`config.mk`:
```
export PLATFORM = sky130hd
export DESIGN_NAME = drive_enable_state_machine
export DESIGN_NICKNAME = d
export VERILOG_FILES = /design/src/drive_enable_pkg.sv /design/src/command_decoder.sv /design/src/drive_enable_state_machine.sv
export SDC_FILE = /design/constraint.sdc
export NUM_CORES = 1
export LEC_CHECK = 0
export ABC_CLOCK_PERIOD_IN_PS = 3850
export BUFFER_PORTS_ARGS = -buffer_cell sky130_fd_sc_hd__buf_2
export CORE_MARGIN = 4
export CORE_UTILIZATION = 35
export DETAILED_ROUTE_END_ITERATION = 10
export GPL_TIMING_DRIVEN = 0
export PLACE_DENSITY = 0.61
export SLEW_MARGIN = 10
export SYNTH_ARGS = -nofsm -noshare
export SYNTH_HDL_FRONTEND = slang
export SYNTH_SLANG_ARGS = --single-unit
```
`constraint.sdc`:
```
create_clock -name clock_in -period 3.85 [get_ports clock_in]
set_input_delay 0.1925 -clock clock_in [delete_from_list [all_inputs] [get_ports clock_in]]
set_output_delay 0.1925 -clock clock_in [all_outputs]
set_load 0.05 [all_outputs]
```
`src/drive_enable_pkg.sv`:
```
// Functional notes
// - Reset runs self test, then switch-on-disabled
// - Bits 0..3 decoded together as command
// - Shutdown, switch on, enable, disable, quick stop
// - Shutdown needs enable input; stepwise power-up
// - Shutdown or disable voltage powers stage off
// - Quick stop disables, or brakes from operation
// - Rapid halt ends on braking done
// - Errors after self test enter fault reaction; critical goes direct
// - Fault state: stage off, brake engaged if fitted
// - Fault reset on bit 7 rising, cause gone
// - Stage off: no drive, brake engaged if fitted and out of reset
// - Stage on: brake released; mode bits only in operation enabled
// - Command word 16-bit read-write, resets zero
// - Bits 4,5,6,8 are mode dependent
// - Armed state waits for hardware enable input
package drive_enable_pkg;

    // ==========================================
    // Register map
    localparam logic [15:0] CMD_WORD_INDEX = 16'h6040;
    localparam logic [15:0] CMD_WORD_RESET = 16'h0000;

    // ==========================================
    // Command word field positions
    localparam int BIT_SWITCH_ON = 0;
    localparam int BIT_VOLTAGE = 1;
    localparam int BIT_NO_QSTOP = 2;
    localparam int BIT_ENABLE_OP = 3;
    localparam int BIT_SETPOINT = 4;
    localparam int BIT_IMMEDIATE = 5;
    localparam int BIT_RELATIVE = 6;
    localparam int BIT_FAULT_RESET = 7;
    localparam int BIT_HALT = 8;

    // ==========================================
    // Timing: self test length
    localparam int CLOCK_HZ = 10000000;
    localparam int SELFTEST_US = 100;
    localparam int SELFTEST_CYCLES = SELFTEST_US * (CLOCK_HZ / 1000000);

    // ==========================================
    // Drive states
    typedef enum logic [2:0] {
        selftest_state,
        switch_on_disabled_state,
        armed_state,
        switched_on_state,
        operation_enabled_state,
        rapid_halt_state,
        fault_reaction_state,
        fault_state
    } drive_state_t;

    // Decoded command set
    typedef enum logic [2:0] {
        cmd_none,
        cmd_shutdown,
        cmd_switch_on,
        cmd_enable_op,
        cmd_disable_op,
        cmd_quick_stop,
        cmd_disable_voltage
    } drive_cmd_t;

    // Mode dependent bits passed to motion logic
    typedef struct packed {
        logic setpoint;
        logic immediate;
        logic relative;
        logic halt;
    } mode_bits_t;

    // Register write request
    typedef struct packed {
        logic write;
        logic [15:0] index;
        logic [15:0] data;
    } reg_write_t;

endpackage : drive_enable_pkg

```
`src/command_decoder.sv`:
```
`timescale 1ns/1ps
module command_decoder (
    // Command word bits 3..0
    input wire logic [3:0] code_in,
    // Decoded command
    output drive_enable_pkg::drive_cmd_t cmd_out
);
    import drive_enable_pkg::*;

    // Joint decode, most general pattern first
    always_comb begin
        if (!code_in[BIT_VOLTAGE]) begin
            cmd_out = cmd_disable_voltage;
        end else if (!code_in[BIT_NO_QSTOP]) begin
            cmd_out = cmd_quick_stop;
        end else if (!code_in[BIT_SWITCH_ON]) begin
            cmd_out = cmd_shutdown;
        end else if (code_in[BIT_ENABLE_OP]) begin
            cmd_out = cmd_enable_op;
        end else begin
            cmd_out = cmd_disable_op;
        end
    end
endmodule : command_decoder

```
`src/drive_enable_state_machine.sv`:
```
`timescale 1ns/1ps
module drive_enable_state_machine #(
    parameter int SELFTEST_LEN = drive_enable_pkg::SELFTEST_CYCLES
) (
    // Clock and reset
    input wire logic clock_in,
    input wire logic rst_n_in,
    // Command word access
    input drive_enable_pkg::reg_write_t reg_wr_in,
    input wire logic [15:0] reg_rd_index_in,
    output logic [15:0] reg_rd_data_out,
    // Drive environment
    input wire logic hw_enable_input_in,
    input wire logic selftest_pass_in,
    input wire logic error_in,
    input wire logic error_critical_in,
    input wire logic error_cause_active_in,
    input wire logic reaction_done_in,
    input wire logic braking_done_in,
    input wire logic brake_fitted_in,
    // Drive control
    output drive_enable_pkg::drive_state_t state_out,
    output logic bus_comm_enable_out,
    output logic power_stage_enable_out,
    output logic brake_engage_out,
    output logic quick_stop_brake_out,
    output logic fault_reaction_brake_out,
    output drive_enable_pkg::mode_bits_t mode_bits_out
);
    import drive_enable_pkg::*;

    // ==========================================
    // Command word register
    logic [15:0] cmd_word_reg, cmd_word_next;
    logic [15:0] rd_data_reg, rd_data_next;
    logic fault_bit_reg, fault_bit_next;

    // Write stores word, read returns it
    always_comb begin
        cmd_word_next = cmd_word_reg;
        if (reg_wr_in.write && reg_wr_in.index == CMD_WORD_INDEX) begin
            cmd_word_next = reg_wr_in.data;
        end
        rd_data_next = (reg_rd_index_in == CMD_WORD_INDEX) ? cmd_word_reg : 16'h0000;
        fault_bit_next = cmd_word_reg[BIT_FAULT_RESET];
    end

    always_ff @(posedge clock_in) begin
        if (!rst_n_in) begin
            cmd_word_reg <= CMD_WORD_RESET;
            rd_data_reg <= 16'h0000;
            fault_bit_reg <= 1'b0;
        end else begin
            cmd_word_reg <= cmd_word_next;
            rd_data_reg <= rd_data_next;
            fault_bit_reg <= fault_bit_next;
        end
    end

    // ==========================================
    // Decode of bits 3..0 only; bits 9..15 ignored
    drive_cmd_t cmd;
    logic fault_reset_edge;

    command_decoder u_decoder (
        .code_in(cmd_word_reg[3:0]),
        .cmd_out(cmd)
    );

    // Rising edge of fault reset bit
    assign fault_reset_edge = cmd_word_reg[BIT_FAULT_RESET] && !fault_bit_reg;

    // ==========================================
    // State machine
    drive_state_t state_reg, state_next;
    logic [31:0] test_cnt_reg, test_cnt_next;

    always_comb begin
        state_next = state_reg;
        test_cnt_next = test_cnt_reg;
        if (error_in && state_reg != fault_reaction_state && state_reg != fault_state
                && state_reg != selftest_state) begin
            // Critical errors skip the reaction
            state_next = error_critical_in ? fault_state : fault_reaction_state;
        end else begin
            case (state_reg)
                selftest_state: begin
                    if (test_cnt_reg < 32'(SELFTEST_LEN)) begin
                        test_cnt_next = test_cnt_reg + 32'd1;
                    end else if (selftest_pass_in) begin
                        state_next = switch_on_disabled_state;
                    end
                end
                switch_on_disabled_state: begin
                    if (cmd == cmd_shutdown && hw_enable_input_in) begin
                        state_next = armed_state;
                    end
                end
                armed_state: begin
                    if (cmd == cmd_disable_voltage || cmd == cmd_quick_stop) begin
                        state_next = switch_on_disabled_state;
                    end else if ((cmd == cmd_switch_on || cmd == cmd_enable_op
                            || cmd == cmd_disable_op) && hw_enable_input_in) begin
                        state_next = switched_on_state;
                    end
                end
                switched_on_state: begin
                    if (cmd == cmd_disable_voltage || cmd == cmd_quick_stop) begin
                        state_next = switch_on_disabled_state;
                    end else if (cmd == cmd_shutdown) begin
                        state_next = armed_state;
                    end else if (cmd == cmd_enable_op) begin
                        state_next = operation_enabled_state;
                    end
                end
                operation_enabled_state: begin
                    if (cmd == cmd_disable_voltage) begin
                        state_next = switch_on_disabled_state;
                    end else if (cmd == cmd_quick_stop) begin
                        state_next = rapid_halt_state;
                    end else if (cmd == cmd_shutdown) begin
                        state_next = armed_state;
                    end else if (cmd == cmd_disable_op) begin
                        state_next = switched_on_state;
                    end
                end
                rapid_halt_state: begin
                    if (braking_done_in || cmd == cmd_disable_voltage) begin
                        state_next = switch_on_disabled_state;
                    end
                end
                fault_reaction_state: begin
                    if (reaction_done_in) begin
                        state_next = fault_state;
                    end
                end
                fault_state: begin
                    if (fault_reset_edge && !error_cause_active_in) begin
                        state_next = switch_on_disabled_state;
                    end
                end
                default: begin
                    state_next = selftest_state;
                end
            endcase
        end
    end

    always_ff @(posedge clock_in) begin
        if (!rst_n_in) begin
            state_reg <= selftest_state;
            test_cnt_reg <= 32'd0;
        end else begin
            state_reg <= state_next;
            test_cnt_reg <= test_cnt_next;
        end
    end

    // ==========================================
    // Registered outputs from next state
    logic power_next, comm_next, brake_next;
    mode_bits_t mode_next;
    drive_state_t state_out_reg;
    logic comm_reg, power_reg, brake_reg, qs_reg, fr_reg;
    mode_bits_t mode_reg;

    always_comb begin
        power_next = (state_next == switched_on_state)
            || (state_next == operation_enabled_state)
            || (state_next == rapid_halt_state)
            || (state_next == fault_reaction_state);
        comm_next = (state_next != selftest_state);
        // Brake locked only when stage off and brake fitted
        brake_next = !power_next && brake_fitted_in;
        mode_next.setpoint = cmd_word_reg[BIT_SETPOINT];
        mode_next.immediate = cmd_word_reg[BIT_IMMEDIATE];
        mode_next.relative = cmd_word_reg[BIT_RELATIVE];
        mode_next.halt = cmd_word_reg[BIT_HALT];
    end

    always_ff @(posedge clock_in) begin
        if (!rst_n_in) begin
            state_out_reg <= selftest_state;
            comm_reg <= 1'b0;
            power_reg <= 1'b0;
            brake_reg <= 1'b0;
            qs_reg <= 1'b0;
            fr_reg <= 1'b0;
            mode_reg <= '0;
        end else begin
            state_out_reg <= state_next;
            comm_reg <= comm_next;
            power_reg <= power_next;
            brake_reg <= brake_next;
            qs_reg <= (state_next == rapid_halt_state);
            fr_reg <= (state_next == fault_reaction_state);
            mode_reg <= (state_next == operation_enabled_state) ? mode_next : '0;
        end
    end

    assign reg_rd_data_out = rd_data_reg;
    assign state_out = state_out_reg;
    assign bus_comm_enable_out = comm_reg;
    assign power_stage_enable_out = power_reg;
    assign brake_engage_out = brake_reg;
    assign quick_stop_brake_out = qs_reg;
    assign fault_reaction_brake_out = fr_reg;
    assign mode_bits_out = mode_reg;

endmodule : drive_enable_state_machine

```
# Word-level counts from Yosys, hierarchy flattened

Index checks and enable logic that the tools add are counted.

Register bits after elaboration: 77
Bits in latches: 0
Bits in writable memories: 0
Bits in read-only memories: 0
Bits of input ports: 59
Logic and storage cells: 85
Memories kept: 0

$add $sub $neg: 1
$mul: 0
Divide/modulo/power cells: 0
Order comparisons: 1
Equal/unequal tests: 21
Shift operators: 0
Mux-type cells: 22
Bitwise gates (word level): 1
Reduce and logical (&&, ||, !) cells: 25

Operators with widths:

| kind                                                                   | number |
|---|---|
| 3-bit two-way mux                                                      | 20 |
| 32-bit by 1-bit adder with 32-bit output, second input constant        | 1 |
| 16-bit by 15-bit == test with 1-bit output, second input constant      | 2 |
| 32-bit by 10-bit < comparator with 1-bit output, second input constant | 1 |
| 3-bit == test, second input constant                                   | 10 |
| 3-bit case mux with 8 select lines                                     | 1 |
| 3-bit by 2-bit == test with 1-bit output, second input constant        | 5 |
| 1-bit logical AND                                                      | 9 |
| 1-bit logical OR                                                       | 7 |
| 3-bit by 1-bit == test with 1-bit output, second input constant        | 2 |
| 3-bit != test, second input constant                                   | 2 |
| 3-bit nonzero test                                                     | 2 |
| 2-bit AND reduction                                                    | 2 |
| 1-bit logical NOT                                                      | 3 |
| 3-bit logical NOT                                                      | 1 |
| 3-bit AND reduction                                                    | 1 |
| 1-bit two-way mux                                                      | 1 |
| 1-bit inverter                                                         | 1 |

# Logic depth before layout (Yosys ltp)

Gate-level depths: netlist (run 1).

Word-level depth: 18
Mapped depth: 7
Mapped depth without buffers: 6

# Modules after synthesis

From an unflattened synthesis (run 1), not the netlist that was laid out.

Cell total of the unflattened synthesis: 298
Area, all modules: 3021.6 um2

Modules (own cells, without submodules):

| module                     | instances | cells each | area each (um2) | sequential area each (um2) |
|---|---|---|---|---|
| drive_enable_state_machine | 1         | 292        | 2990.4          | 1541.5 |
| command_decoder            | 1         | 6          | 31.3            | 0.0 |

# Least setup slack after synthesis (run 1)

OpenSTA, ideal clock, no wires.

Kind: flip-flop to flip-flop
Start point: reg state_out[1] (netlist name)
End point: reg test_cnt_reg[6]
Arrival time: 2040 ps
Required time: 3735 ps
Slack: 1695 ps
Stages on the path, launching flop included: 7
Path buffers: 1
Period minus slack after synthesis: 2155 ps
Cells stage by stage: dfxtp_1 -> buf_2 -> or3_4 -> nor4_4 -> nand4_1 -> xnor2_1 -> and2_1

RTL lines:

| item                 | RTL line                          | RTL |
|---|---|---|
| to (signal assigned) | drive_enable_state_machine.sv:155 | `test_cnt_reg <= test_cnt_next;` |
| to (decl)            | drive_enable_state_machine.sv:76  | `logic [31:0] test_cnt_reg, test_cnt_next;` |

==> flow_summary.json, run 1 <==
{
  "run_status": "complete, no violations",
  "slew_violations": 0,
  "avgSynthCellArea_um2": 10.5,
  "overflow": 0,
  "synth_fp_nets": 338,
  "synth_top_area_share_pct": 52.7,
  "final_cells": 485,
  "grtUsageTotal_pct": 12.8,
  "ys_warn_count": 0,
  "cap_violations": 0,
  "cp_data_arrival_time_ns": 2.38,
  "ctsHoldBuffers": 0,
  "drc": 0,
  "tightest_slew_ns": 0.678,
  "clockRootBuffer": "clkbuf_8",
  "syn2layout_area_growth_pct": 26.6,
  "grt_first_pass_wirelength_mm": 9.92,
  "ctsResizeCount": 0,
  "ys_ff_latch": 77,
  "rsz0062_at_grt": "false",
  "fin_ws_ns": 1.76,
  "clk_latency_ns": 0.34,
  "vias": 2229,
  "die_area_um2": 9880,
  "final_nets": 435,
  "clock.fmax_mhz": 479,
  "critPathMaxFanout": 10,
  "initial_core_util_pct": 35.8,
  "cp.required_ns": 4.14,
  "drt_iter0_markers": 50,
  "period_needed_ns": 2.09,
  "antenna_found_initial": 0,
  "largest_reg_flops": 32,
  "cts.sinks": 77,
  "core_um2": 8180,
  "vdd_ir_drop_max_v": 0.000176,
  "ys_seq_area_share_pct": 52.7,
  "grt_max_degree": 15,
  "final.setup.tns_ns": 0,
  "die_x_um": 99.4,
  "drtAntennaViolNets": 0,
  "synthCells": 278,
  "yosys-top-cells-area": "dfxtp_1 (53%), and2_1 (10%), mux2i_1 (6.8%), nor2b_1 (4.7%), xnor2_1 (2.1%)",
  "wl_per_cell_um": 12.4,
  "setup_viol": 0,
  "crit_type": "register to register",
  "fin_crit_sh_pct": 54.2,
  "clockBufferDepth": 2,
  "rows": 33,
  "hpwl_mm": 4.51,
  "power_mw": 1.51,
  "p_per_area_nw_per_um2": 407,
  "antennaDiodeCount": 0,
  "p_leak_nw": 1.58,
  "slew_headroom_pct": 54.5,
  "htreeDepth": 3,
  "cts_setup_buffers": 0,
  "numPortBuffers": 86,
  "hold_viol_final": 0,
  "post-place-ws_ns": 1.77,
  "die_y_um": 99.4,
  "worstSetupStartpointType": "register",
  "gp_congestion": 0.746,
  "routed_wl_mm": 6.00,
  "grt_pass1_vias": 2119,
  "cts_tree": "done",
  "synthDistinctLibCells": 47,
  "min_path_type": "input port to register",
  "firstDrtPassIters": 4,
  "dpl.cell_count": 469,
  "worstSetupEndpointType": "register",
  "avgViaCountPerCell": 4.60,
  "drive_gt1_share_pct": 30.5,
  "cts_made_buffers": 9,
  "skew_ns": 0.0140,
  "synth_area_leader_cell": "dfxtp_1",
  "syn_area_um2": 2930,
  "clkTransAtPathRegs_ns": 0.09,
  "io-pin-count": 87
}
==> power breakdown <==
| part | leakage (nW) | switching [mW] | internal [mW] | total (mW) |
|---|---|---|---|---|
| logic | 0.847 | 0.0283 | 0.0343 | 0.0626 |
| registers | 0.621 | 0.00290 | 0.799 | 0.802 |
| clock network | 0.107 | 0.302 | 0.342 | 0.644 |
==> logic make-up after synthesis <==
logic type / Yosys count / synth area share (%)
AOI/OAI and AO/OA: 21 / 5.60
xor gates and xnor gates: 8 / 2.40
adders and majority gates: 1 / 0.428
buffers and inverters: 12 / 1.80
DFF: 77 / 52.7
muxes: 20 / 6.84
and+or+nand+nor: 139 / 30.2
==> cells in the mapped netlist, drive strengths merged <==
cell / count
dfxtp: 77
a21o: 1
a211o: 1
buf: 4
or3: 3
o32a: 1
o31ai: 1
nand4: 8
nand2b: 2
nor2: 9
or4b: 1
nor4: 11
nand3b: 3
nor4b: 3
o21a: 3
clkbuf: 7
o21bai: 1
inv: 1
a21oi: 3
xor2: 1
a41oi: 1
and2: 48
o22a: 1
nand3: 3
and3: 8
xnor2: 7
o311a: 1
a31oi: 1
or2: 2
a2111oi: 1
nor3: 4
and4: 1
ha: 1
nor2b: 22
o21ai: 2
a311o: 1
a211oi: 1
nand2: 11
o31a: 1
mux2i: 20
==> through the flow <==
step / utilization [%] / hold slack, ns / area, um^2
2_1_floorplan: - / 0.362 / 2930
3_3_place_gp: 42.7 / 0.440 / 3490
3_5_place_dp: 42.7 / 0.445 / 3490
4_1_cts: 45.3 / 0.0851 / 3700
5_1_grt: 45.3 / 0.0910 / 3700
6_report: 45.3 / 0.102 / 3700
==> final cells by class <==
cell class	instances	area [um^2]
fill	785	4470
sequential	77	1540
multi-input combinational	189	1330
timing repair buffer	86	430
clock buffer	11	151
tap	105	131
clock inverter	5	63.8
buffer	11	48.8
inverter	1	3.75
==> worst max-delay path, stage by stage, from the launching register on <==
cell and delay (ns):
dfxtp_1 0.38, buf_2 0.24, nand2_1 0.07, nor4_1 0.29
nand2b_1 0.19, o311a_1 0.31, nor2b_1 0.35, and3_1 0.19
==> final timing paths <==
| path | from | end | slack, ns | depth (start not counted) |
|---|---|---|---|---|
| max reg2reg | state_out[0]$_SDFF_PN0_ | mode_bits_out[2]$_SDFF_PN0_ | 1.76 | 7 |
| min reg2reg | test_cnt_reg[14]$_SDFFE_PN0P_ | test_cnt_reg[14]$_SDFFE_PN0P_ | 0.46 | 1 |
| max | state_out[0]$_SDFF_PN0_ | mode_bits_out[2]$_SDFF_PN0_ | 1.76 | 7 |
| min | reg_wr_in[10] | cmd_word_reg[10]$_SDFFE_PN0P_ | 0.10 | 3 |
==> layer usage <==
metal	up-vias	routed length, um	share of wire, %	GRT usage, %
met3	8	381	6.4	4.00
met4	0	112	1.9	6.30
li1	1155	-	-	-
met5	-	0	0	0
met2	57	2800	47	19.9
met1	1009	2710	45	16.0
==> cells in the final DEF (no fill, tap or decap), types with 4 or more instances in the layout <==
| master | netlist | layout |
|---|---|---|
| xnor2_1 | 7 | 7 |
| nand4_1 | 8 | 8 |
| and2_1 | 47 | 47 |
| mux2i_1 | 20 | 20 |
| nor2b_1 | 22 | 22 |
| nor4_2 | 4 | 4 |
| nor2_1 | 9 | 9 |
| clkbuf_1 | 7 | 7 |
| buf_2 | 3 | 89 |
| nand2_1 | 11 | 11 |
| and3_1 | 7 | 7 |
| clkbuf_8 | 0 | 11 |
| dfxtp_1 | 77 | 77 |
| nor4_1 | 6 | 6 |
No activity file was read; power rests on OpenSTA's default activity.
==> inputs of run 2 (changes only) <==
--- a/config.mk
+++ b/config.mk
@@ -5,13 +5,13 @@
 export SDC_FILE = /design/constraint.sdc
 export NUM_CORES = 1
 export LEC_CHECK = 0
-export ABC_CLOCK_PERIOD_IN_PS = 3850
+export ABC_CLOCK_PERIOD_IN_PS = 1800
 export BUFFER_PORTS_ARGS = -buffer_cell sky130_fd_sc_hd__buf_2
 export CORE_MARGIN = 4
 export CORE_UTILIZATION = 35
 export DETAILED_ROUTE_END_ITERATION = 10
 export GPL_TIMING_DRIVEN = 0
-export PLACE_DENSITY = 0.61
+export PLACE_DENSITY = 0.63
 export SLEW_MARGIN = 10
 export SYNTH_ARGS = -nofsm -noshare
 export SYNTH_HDL_FRONTEND = slang
==> constraint.sdc (replaced) <==
create_clock -name clock_in -period 1.8 [get_ports clock_in]
set_input_delay 0.09 -clock clock_in [delete_from_list [all_inputs] [get_ports clock_in]]
set_output_delay 0.09 -clock clock_in [all_outputs]
set_load 0.05 [all_outputs]
==> run 2 against run 1 <==
The flow now finishes with violations (setup timing). Cell count rose by 4.5%. Critical path type unchanged. Non-clock buffer count rose by 22. Highest routed layer unchanged. Core utilization rose by 4.2 points.
==> flow_summary.json, run 2 (synthesis gave the netlist of run 1 again) <==
{
  "clkTransAtPathRegs_ns": 0.09,
  "n_fill_cell": 786,
  "antennaDiodeCount": 0,
  "grtUsageTotal_pct": 13.2,
  "die_x_um": 99.4,
  "syn2layout_area_growth_pct": 38.3,
  "layout_commonest_cell": "buf_2",
  "initial_core_util_pct": 35.8,
  "fin_crit_sh_pct": 107,
  "htreeDepth": 3,
  "cp.required_ns": 2.09,
  "die_y_um": 99.4,
  "reg2reg_depth": 6,
  "wl_per_cell_um": 12.6,
  "tightest_slew_ns": 0.670,
  "run_status": "complete, but fails checks",
  "cp_data_arrival_time_ns": 2.22,
  "overflow": 0,
  "cts_made_buffers": 9,
  "worstSetupEndpointType": "register",
  "cpMaxStageDelayCell": "or4b_4",
  "clk_latency_ns": 0.35,
  "p_leak_nw": 1.72,
  "rows": 33,
  "gp_congestion": 0.836,
  "drtAntennaViolNets": 0,
  "largest_reg_flops": 32,
  "drc": 0,
  "final.setup.tns_ns": -0.449,
  "grt_first_pass_wirelength_mm": 10.3,
  "final_cell_mix": "buf_2 (87), dfxtp_1 (70), and2_1 (47)",
  "critPathMaxFanout": 4,
  "clockBufferDepth": 2,
  "vdd_ir_drop_max_v": 0.000308,
  "reg2reg_slack_ns": -0.12,
  "min_path_type": "input port to register",
  "clock.fmax_mhz": 520,
  "routed_wl_mm": 6.37,
  "final_nets": 457,
  "hold_viol_final": 0,
  "clockRootBuffer": "clkbuf_8",
  "firstDrtPassIters": 4,
  "cp_num_buf_inv": 0,
  "slew_violations": 0,
  "hp-start": "reg_wr_in[4]",
  "grt_pass1_vias": 2230,
  "hpwl_mm": 4.48,
  "ff_latch_area_um2": 1560,
  "fin_ws_ns": -0.122,
  "multiInputGateArea_um2": 1470,
  "numPortBuffers": 86,
  "cts.sinks": 77,
  "rsz0062_at_grt": "true",
  "core_um2": 8180,
  "crit_type": "register to register",
  "whs_endpoint": "cmd_word_reg[4]$_SDFFE_PN0P_",
  "cap_violations": 0,
  "worstSetupStartpointType": "register",
  "io-pin-count": 87,
  "vias": 2333,
  "cts_tree": "done",
  "cp_cell_sequence": "nor4_4, nand4_1, or3_4, and3_4, or4b_4, nand3_2",
  "hold_depth": 3,
  "skew_ns": 0.00885,
  "p_per_area_nw_per_um2": 766,
  "worstReg2RegStart": "test_cnt_reg[13]$_SDFFE_PN0P_",
  "grt_max_degree": 16,
  "rr_endpoint": "brake_engage_out$_SDFF_PN0_",
  "period_needed_ns": 1.92,
  "worst_hold_slack_ns": 0.0197,
  "post-place-ws_ns": -0.258,
  "die_area_um2": 9880,
  "cp_top_family": "simple AND/OR/NAND/NOR gates",
  "max_stage_delay_ns": 0.48,
  "avgViaCountPerCell": 4.60,
  "setup_viol": 7,
  "drive_gt1_share_pct": 37.1,
  "slew_headroom_pct": 55.1,
  "antenna_found_initial": 0,
  "drt_iter0_markers": 80,
  "violations": "setup timing"
}
[run 2: cell count changes in the layout (fill, tap and decap cells not counted), moves of 3 or more]
| cell | delta |
|---|---|
| dfxtp_1 | -7 |
| dfxtp_4 | +3 |
| dlygate4sd3_1 | +15 |
| buf_4 | +4 |
| nor4_4 | +3 |
| dfxtp_2 | +4 |
| nand2_1 | -3 |
| buf_6 | +5 |
[run 2: worst max path at each step]
stage / cells past startpoint / from / end / slack [ns]
after floorplan: 6 / test_cnt_reg[31]$_SDFFE_PN0P_ / brake_engage_out$_SDFF_PN0_ / -0.08
after global placement: 6 / test_cnt_reg[10]$_SDFFE_PN0P_ / brake_engage_out$_SDFF_PN0_ / -0.24
after detailed placement: 6 / test_cnt_reg[22]$_SDFFE_PN0P_ / brake_engage_out$_SDFF_PN0_ / -0.26
after CTS: 6 / test_cnt_reg[25]$_SDFFE_PN0P_ / brake_engage_out$_SDFF_PN0_ / -0.20
after global routing: 6 / test_cnt_reg[13]$_SDFFE_PN0P_ / brake_engage_out$_SDFF_PN0_ / -0.21
final: 6 / test_cnt_reg[13]$_SDFFE_PN0P_ / brake_engage_out$_SDFF_PN0_ / -0.12
[run 2: timing repair]
action,in CTS,in global routing
resized for setup,2,30
buffers inserted,4,3
pin swaps,12,11
hold buffers,15,0
hold endpoints to repair,15,0
endpoints found under the setup margin,18,19
[run 2: per-layer routing]
| metal | share of wire, % | routed length, um | track usage [%] |
|---|---|---|---|
| met1 | 45 | 2840 | 16.3 |
| met2 | 47 | 3000 | 21.0 |
| met3 | 6.1 | 386 | 3.02 |
| met4 | 2.2 | 138 | 7.56 |
| met5 | 0 | 0 | 0 |
[run 2: where the power goes]
part           switching, mW  internal (mW)  leakage (nW)
Combinational         0.0707          0.101          1.00
Clock                  0.691          0.525        0.0967
Sequential           0.00645           1.70         0.625
[run 2: final cells by class]
| cell class | instances | share of cell area [%] |
|---|---|---|
| Clock buffer | 9 | 3.06 |
| Multi-Input combinational cell | 189 | 36.3 |
| Tap cell | 105 | 3.25 |
| Inverter | 1 | 0.0928 |
| Buffer | 11 | 1.52 |
| Sequential cell | 77 | 38.5 |
| Timing Repair Buffer | 108 | 15.9 |
| Clock inverter | 7 | 1.39 |
[run 2: stage by stage]
stage                     instance area [um^2]  power, mW  std cells  util (%)
after global routing                      4050       3.24        507      49.5
after CTS                                 3890       3.12        504      47.6
after global placement                    3530       1.89        469      43.1
after floorplan                           2960       1.81        278         -
after detailed placement                  3530       1.89        469      43.1
final                                     4050       3.10        507      49.5
[run 2: tightest hold or removal path, delay by kind of cell]
kind | cells | cell delay (ns)
buffers and inverters | 1 | 0.08
muxes | 1 | 0.06
and+or+nand+nor | 1 | 0.11
==> inputs of run 3 (changes only) <==
==> constraint.sdc (replaced) <==
create_clock -name clock_in -period 1.8 [get_ports clock_in]
set_input_delay 0.18 -clock clock_in [delete_from_list [all_inputs] [get_ports clock_in]]
set_output_delay 0.18 -clock clock_in [all_outputs]
set_load 0.05 [all_outputs]
==> run 3 against run 2 <==
The flow still finishes with violations (setup timing). Clock-buffer cell count unchanged. Sequential cell count unchanged. Die area unchanged. Highest routed layer unchanged.
==> flow_summary.json, run 3 (synthesis gave the netlist of run 1 again) <==
{
  "run_status": "complete, but fails checks",
  "violations": "setup timing",
  "cp_cell_sequence": "nor4_4, nand4_1, or3_4, and3_4, or4b_4, nand3_2",
  "setup_viol": 7,
  "vdd_ir_drop_max_v": 0.000308,
  "cp.required_ns": 2.09,
  "final_nets": 442,
  "ctsHoldBuffers": 0,
  "clkTransAtPathRegs_ns": 0.09,
  "hold_viol_final": 0,
  "core_um2": 8180,
  "grt_max_degree": 16,
  "rsz0062_at_grt": "true",
  "p_leak_nw": 1.66,
  "drt_iter0_markers": 79,
  "use_met2_pct": 20.0,
  "cts_made_buffers": 9,
  "cpMaxStageDelayCell": "or4b_4",
  "dpl.cell_count": 469,
  "tightest_slew_ns": 0.665,
  "antenna_found_initial": 0,
  "grtUsageTotal_pct": 12.8,
  "grt_pass1_vias": 2138,
  "drtAntennaViolNets": 0,
  "worstSetupEndpointType": "register",
  "reg2reg_depth": 6,
  "finish.utilization_pct": 47.7,
  "avgViaCountPerCell": 4.59,
  "reg2reg_slack_ns": -0.12,
  "fin_ws_ns": -0.123,
  "largest_reg_flops": 32,
  "fin_crit_sh_pct": 107,
  "p_per_area_nw_per_um2": 789,
  "htreeDepth": 3,
  "initial_core_util_pct": 35.8,
  "worstSetupStartpointType": "register",
  "cap_violations": 0,
  "overflow": 0,
  "layout_commonest_cell": "buf_2",
  "final_area_um2": 3900,
  "final_cells": 492,
  "period_needed_ns": 1.92,
  "routed_wl_mm": 6.23,
  "drc": 0,
  "cts.sinks": 77,
  "clk_latency_ns": 0.36,
  "critPathMaxFanout": 4,
  "gp_congestion": 0.836,
  "use_met3_pct": 3.16,
  "die_x_um": 99.4,
  "hpwl_mm": 4.48,
  "cts_tree": "done",
  "use_met1_pct": 16.0,
  "rows": 33,
  "clockRootBuffer": "clkbuf_8",
  "vias": 2260,
  "placedInstanceArea_um2": 3530,
  "skew_ns": 0.00935,
  "crit_type": "register to register",
  "drive_gt1_share_pct": 38.5,
  "whs_endpoint": "cmd_word_reg[14]$_SDFFE_PN0P_",
  "hold_depth": 3,
  "slew_violations": 0,
  "die_area_um2": 9880,
  "slew_headroom_pct": 55.4,
  "numPortBuffers": 86,
  "max_stage_delay_ns": 0.48,
  "rr_endpoint": "brake_engage_out$_SDFF_PN0_",
  "syn2layout_area_growth_pct": 33.2,
  "antennaDiodeCount": 0,
  "min_path_type": "input port to register",
  "cp_data_arrival_time_ns": 2.22,
  "busiest_layer": "met2",
  "final_cell_mix": "buf_2 (87), dfxtp_1 (70), and2_1 (47)",
  "clock.fmax_mhz": 520,
  "io-pin-count": 87,
  "clockBufferDepth": 2,
  "die_y_um": 99.4,
  "grt_first_pass_wirelength_mm": 9.94,
  "firstDrtPassIters": 4,
  "wl_per_cell_um": 12.7,
  "hp-start": "reg_wr_in[14]",
  "worstReg2RegStart": "test_cnt_reg[13]$_SDFFE_PN0P_"
}
[run 3: area by class of cell]
cell class                 count  area [um^2]
clock inverter                 7         56.3
fill                         802         4280
sequential                    77         1560
clock buffer                   9          124
multi-input combinational    189         1470
timing repair buffer          93          494
tap                          105          131
inverter                       1         3.75
buffer                        11         61.3
[run 3: timing repair]
| item | CTS | global route |
|---|---|---|
| buffers inserted | 4 | 3 |
| gates resized for setup | 2 | 30 |
| pin swaps | 12 | 11 |
| endpoints found under the setup margin | 18 | 19 |
[run 3: per-layer routing]
metal  wire length, um  up-vias
met4               138        0
met1              2790     1014
met2              2920       61
li1                  -     1173
met5                 0        -
met3               385       12
[run 3: power breakdown]
| group | internal [mW] | total, mW | switching [mW] |
|---|---|---|---|
| Sequential | 1.70 | 1.71 | 0.00645 |
| Combinational | 0.0795 | 0.146 | 0.0660 |
| Clock | 0.525 | 1.22 | 0.691 |
[run 3: worst max-delay path by stage]
stage,slack (ns),start,endpoint,cells past startpoint
2_1_floorplan,-0.08,test_cnt_reg[31]$_SDFFE_PN0P_,brake_engage_out$_SDFF_PN0_,6
4_1_cts,-0.20,test_cnt_reg[25]$_SDFFE_PN0P_,brake_engage_out$_SDFF_PN0_,6
3_5_place_dp,-0.26,test_cnt_reg[22]$_SDFFE_PN0P_,brake_engage_out$_SDFF_PN0_,6
5_1_grt,-0.21,test_cnt_reg[13]$_SDFFE_PN0P_,brake_engage_out$_SDFF_PN0_,6
3_3_place_gp,-0.24,test_cnt_reg[10]$_SDFFE_PN0P_,brake_engage_out$_SDFF_PN0_,6
6_report,-0.12,test_cnt_reg[13]$_SDFFE_PN0P_,brake_engage_out$_SDFF_PN0_,6
[run 3: worst max-delay path: cells and delay by family, from the launching register on]
family	cells	cell delay (ns)
and+or+nand+nor	6	1.52
DFF	1	0.34
[run 3: metrics by stage]
stage	setup TNS, ns	hold slack, ns	setup WS, ns	power, mW
after floorplan	-0.242	0.349	-0.0833	1.81
after global placement	-4.20	0.437	-0.236	1.89
after detailed placement	-4.49	0.444	-0.258	1.89
after CTS	-1.26	0.0583	-0.195	3.10
after global routing	-1.78	0.0665	-0.207	3.21
final	-0.480	0.0753	-0.123	3.07
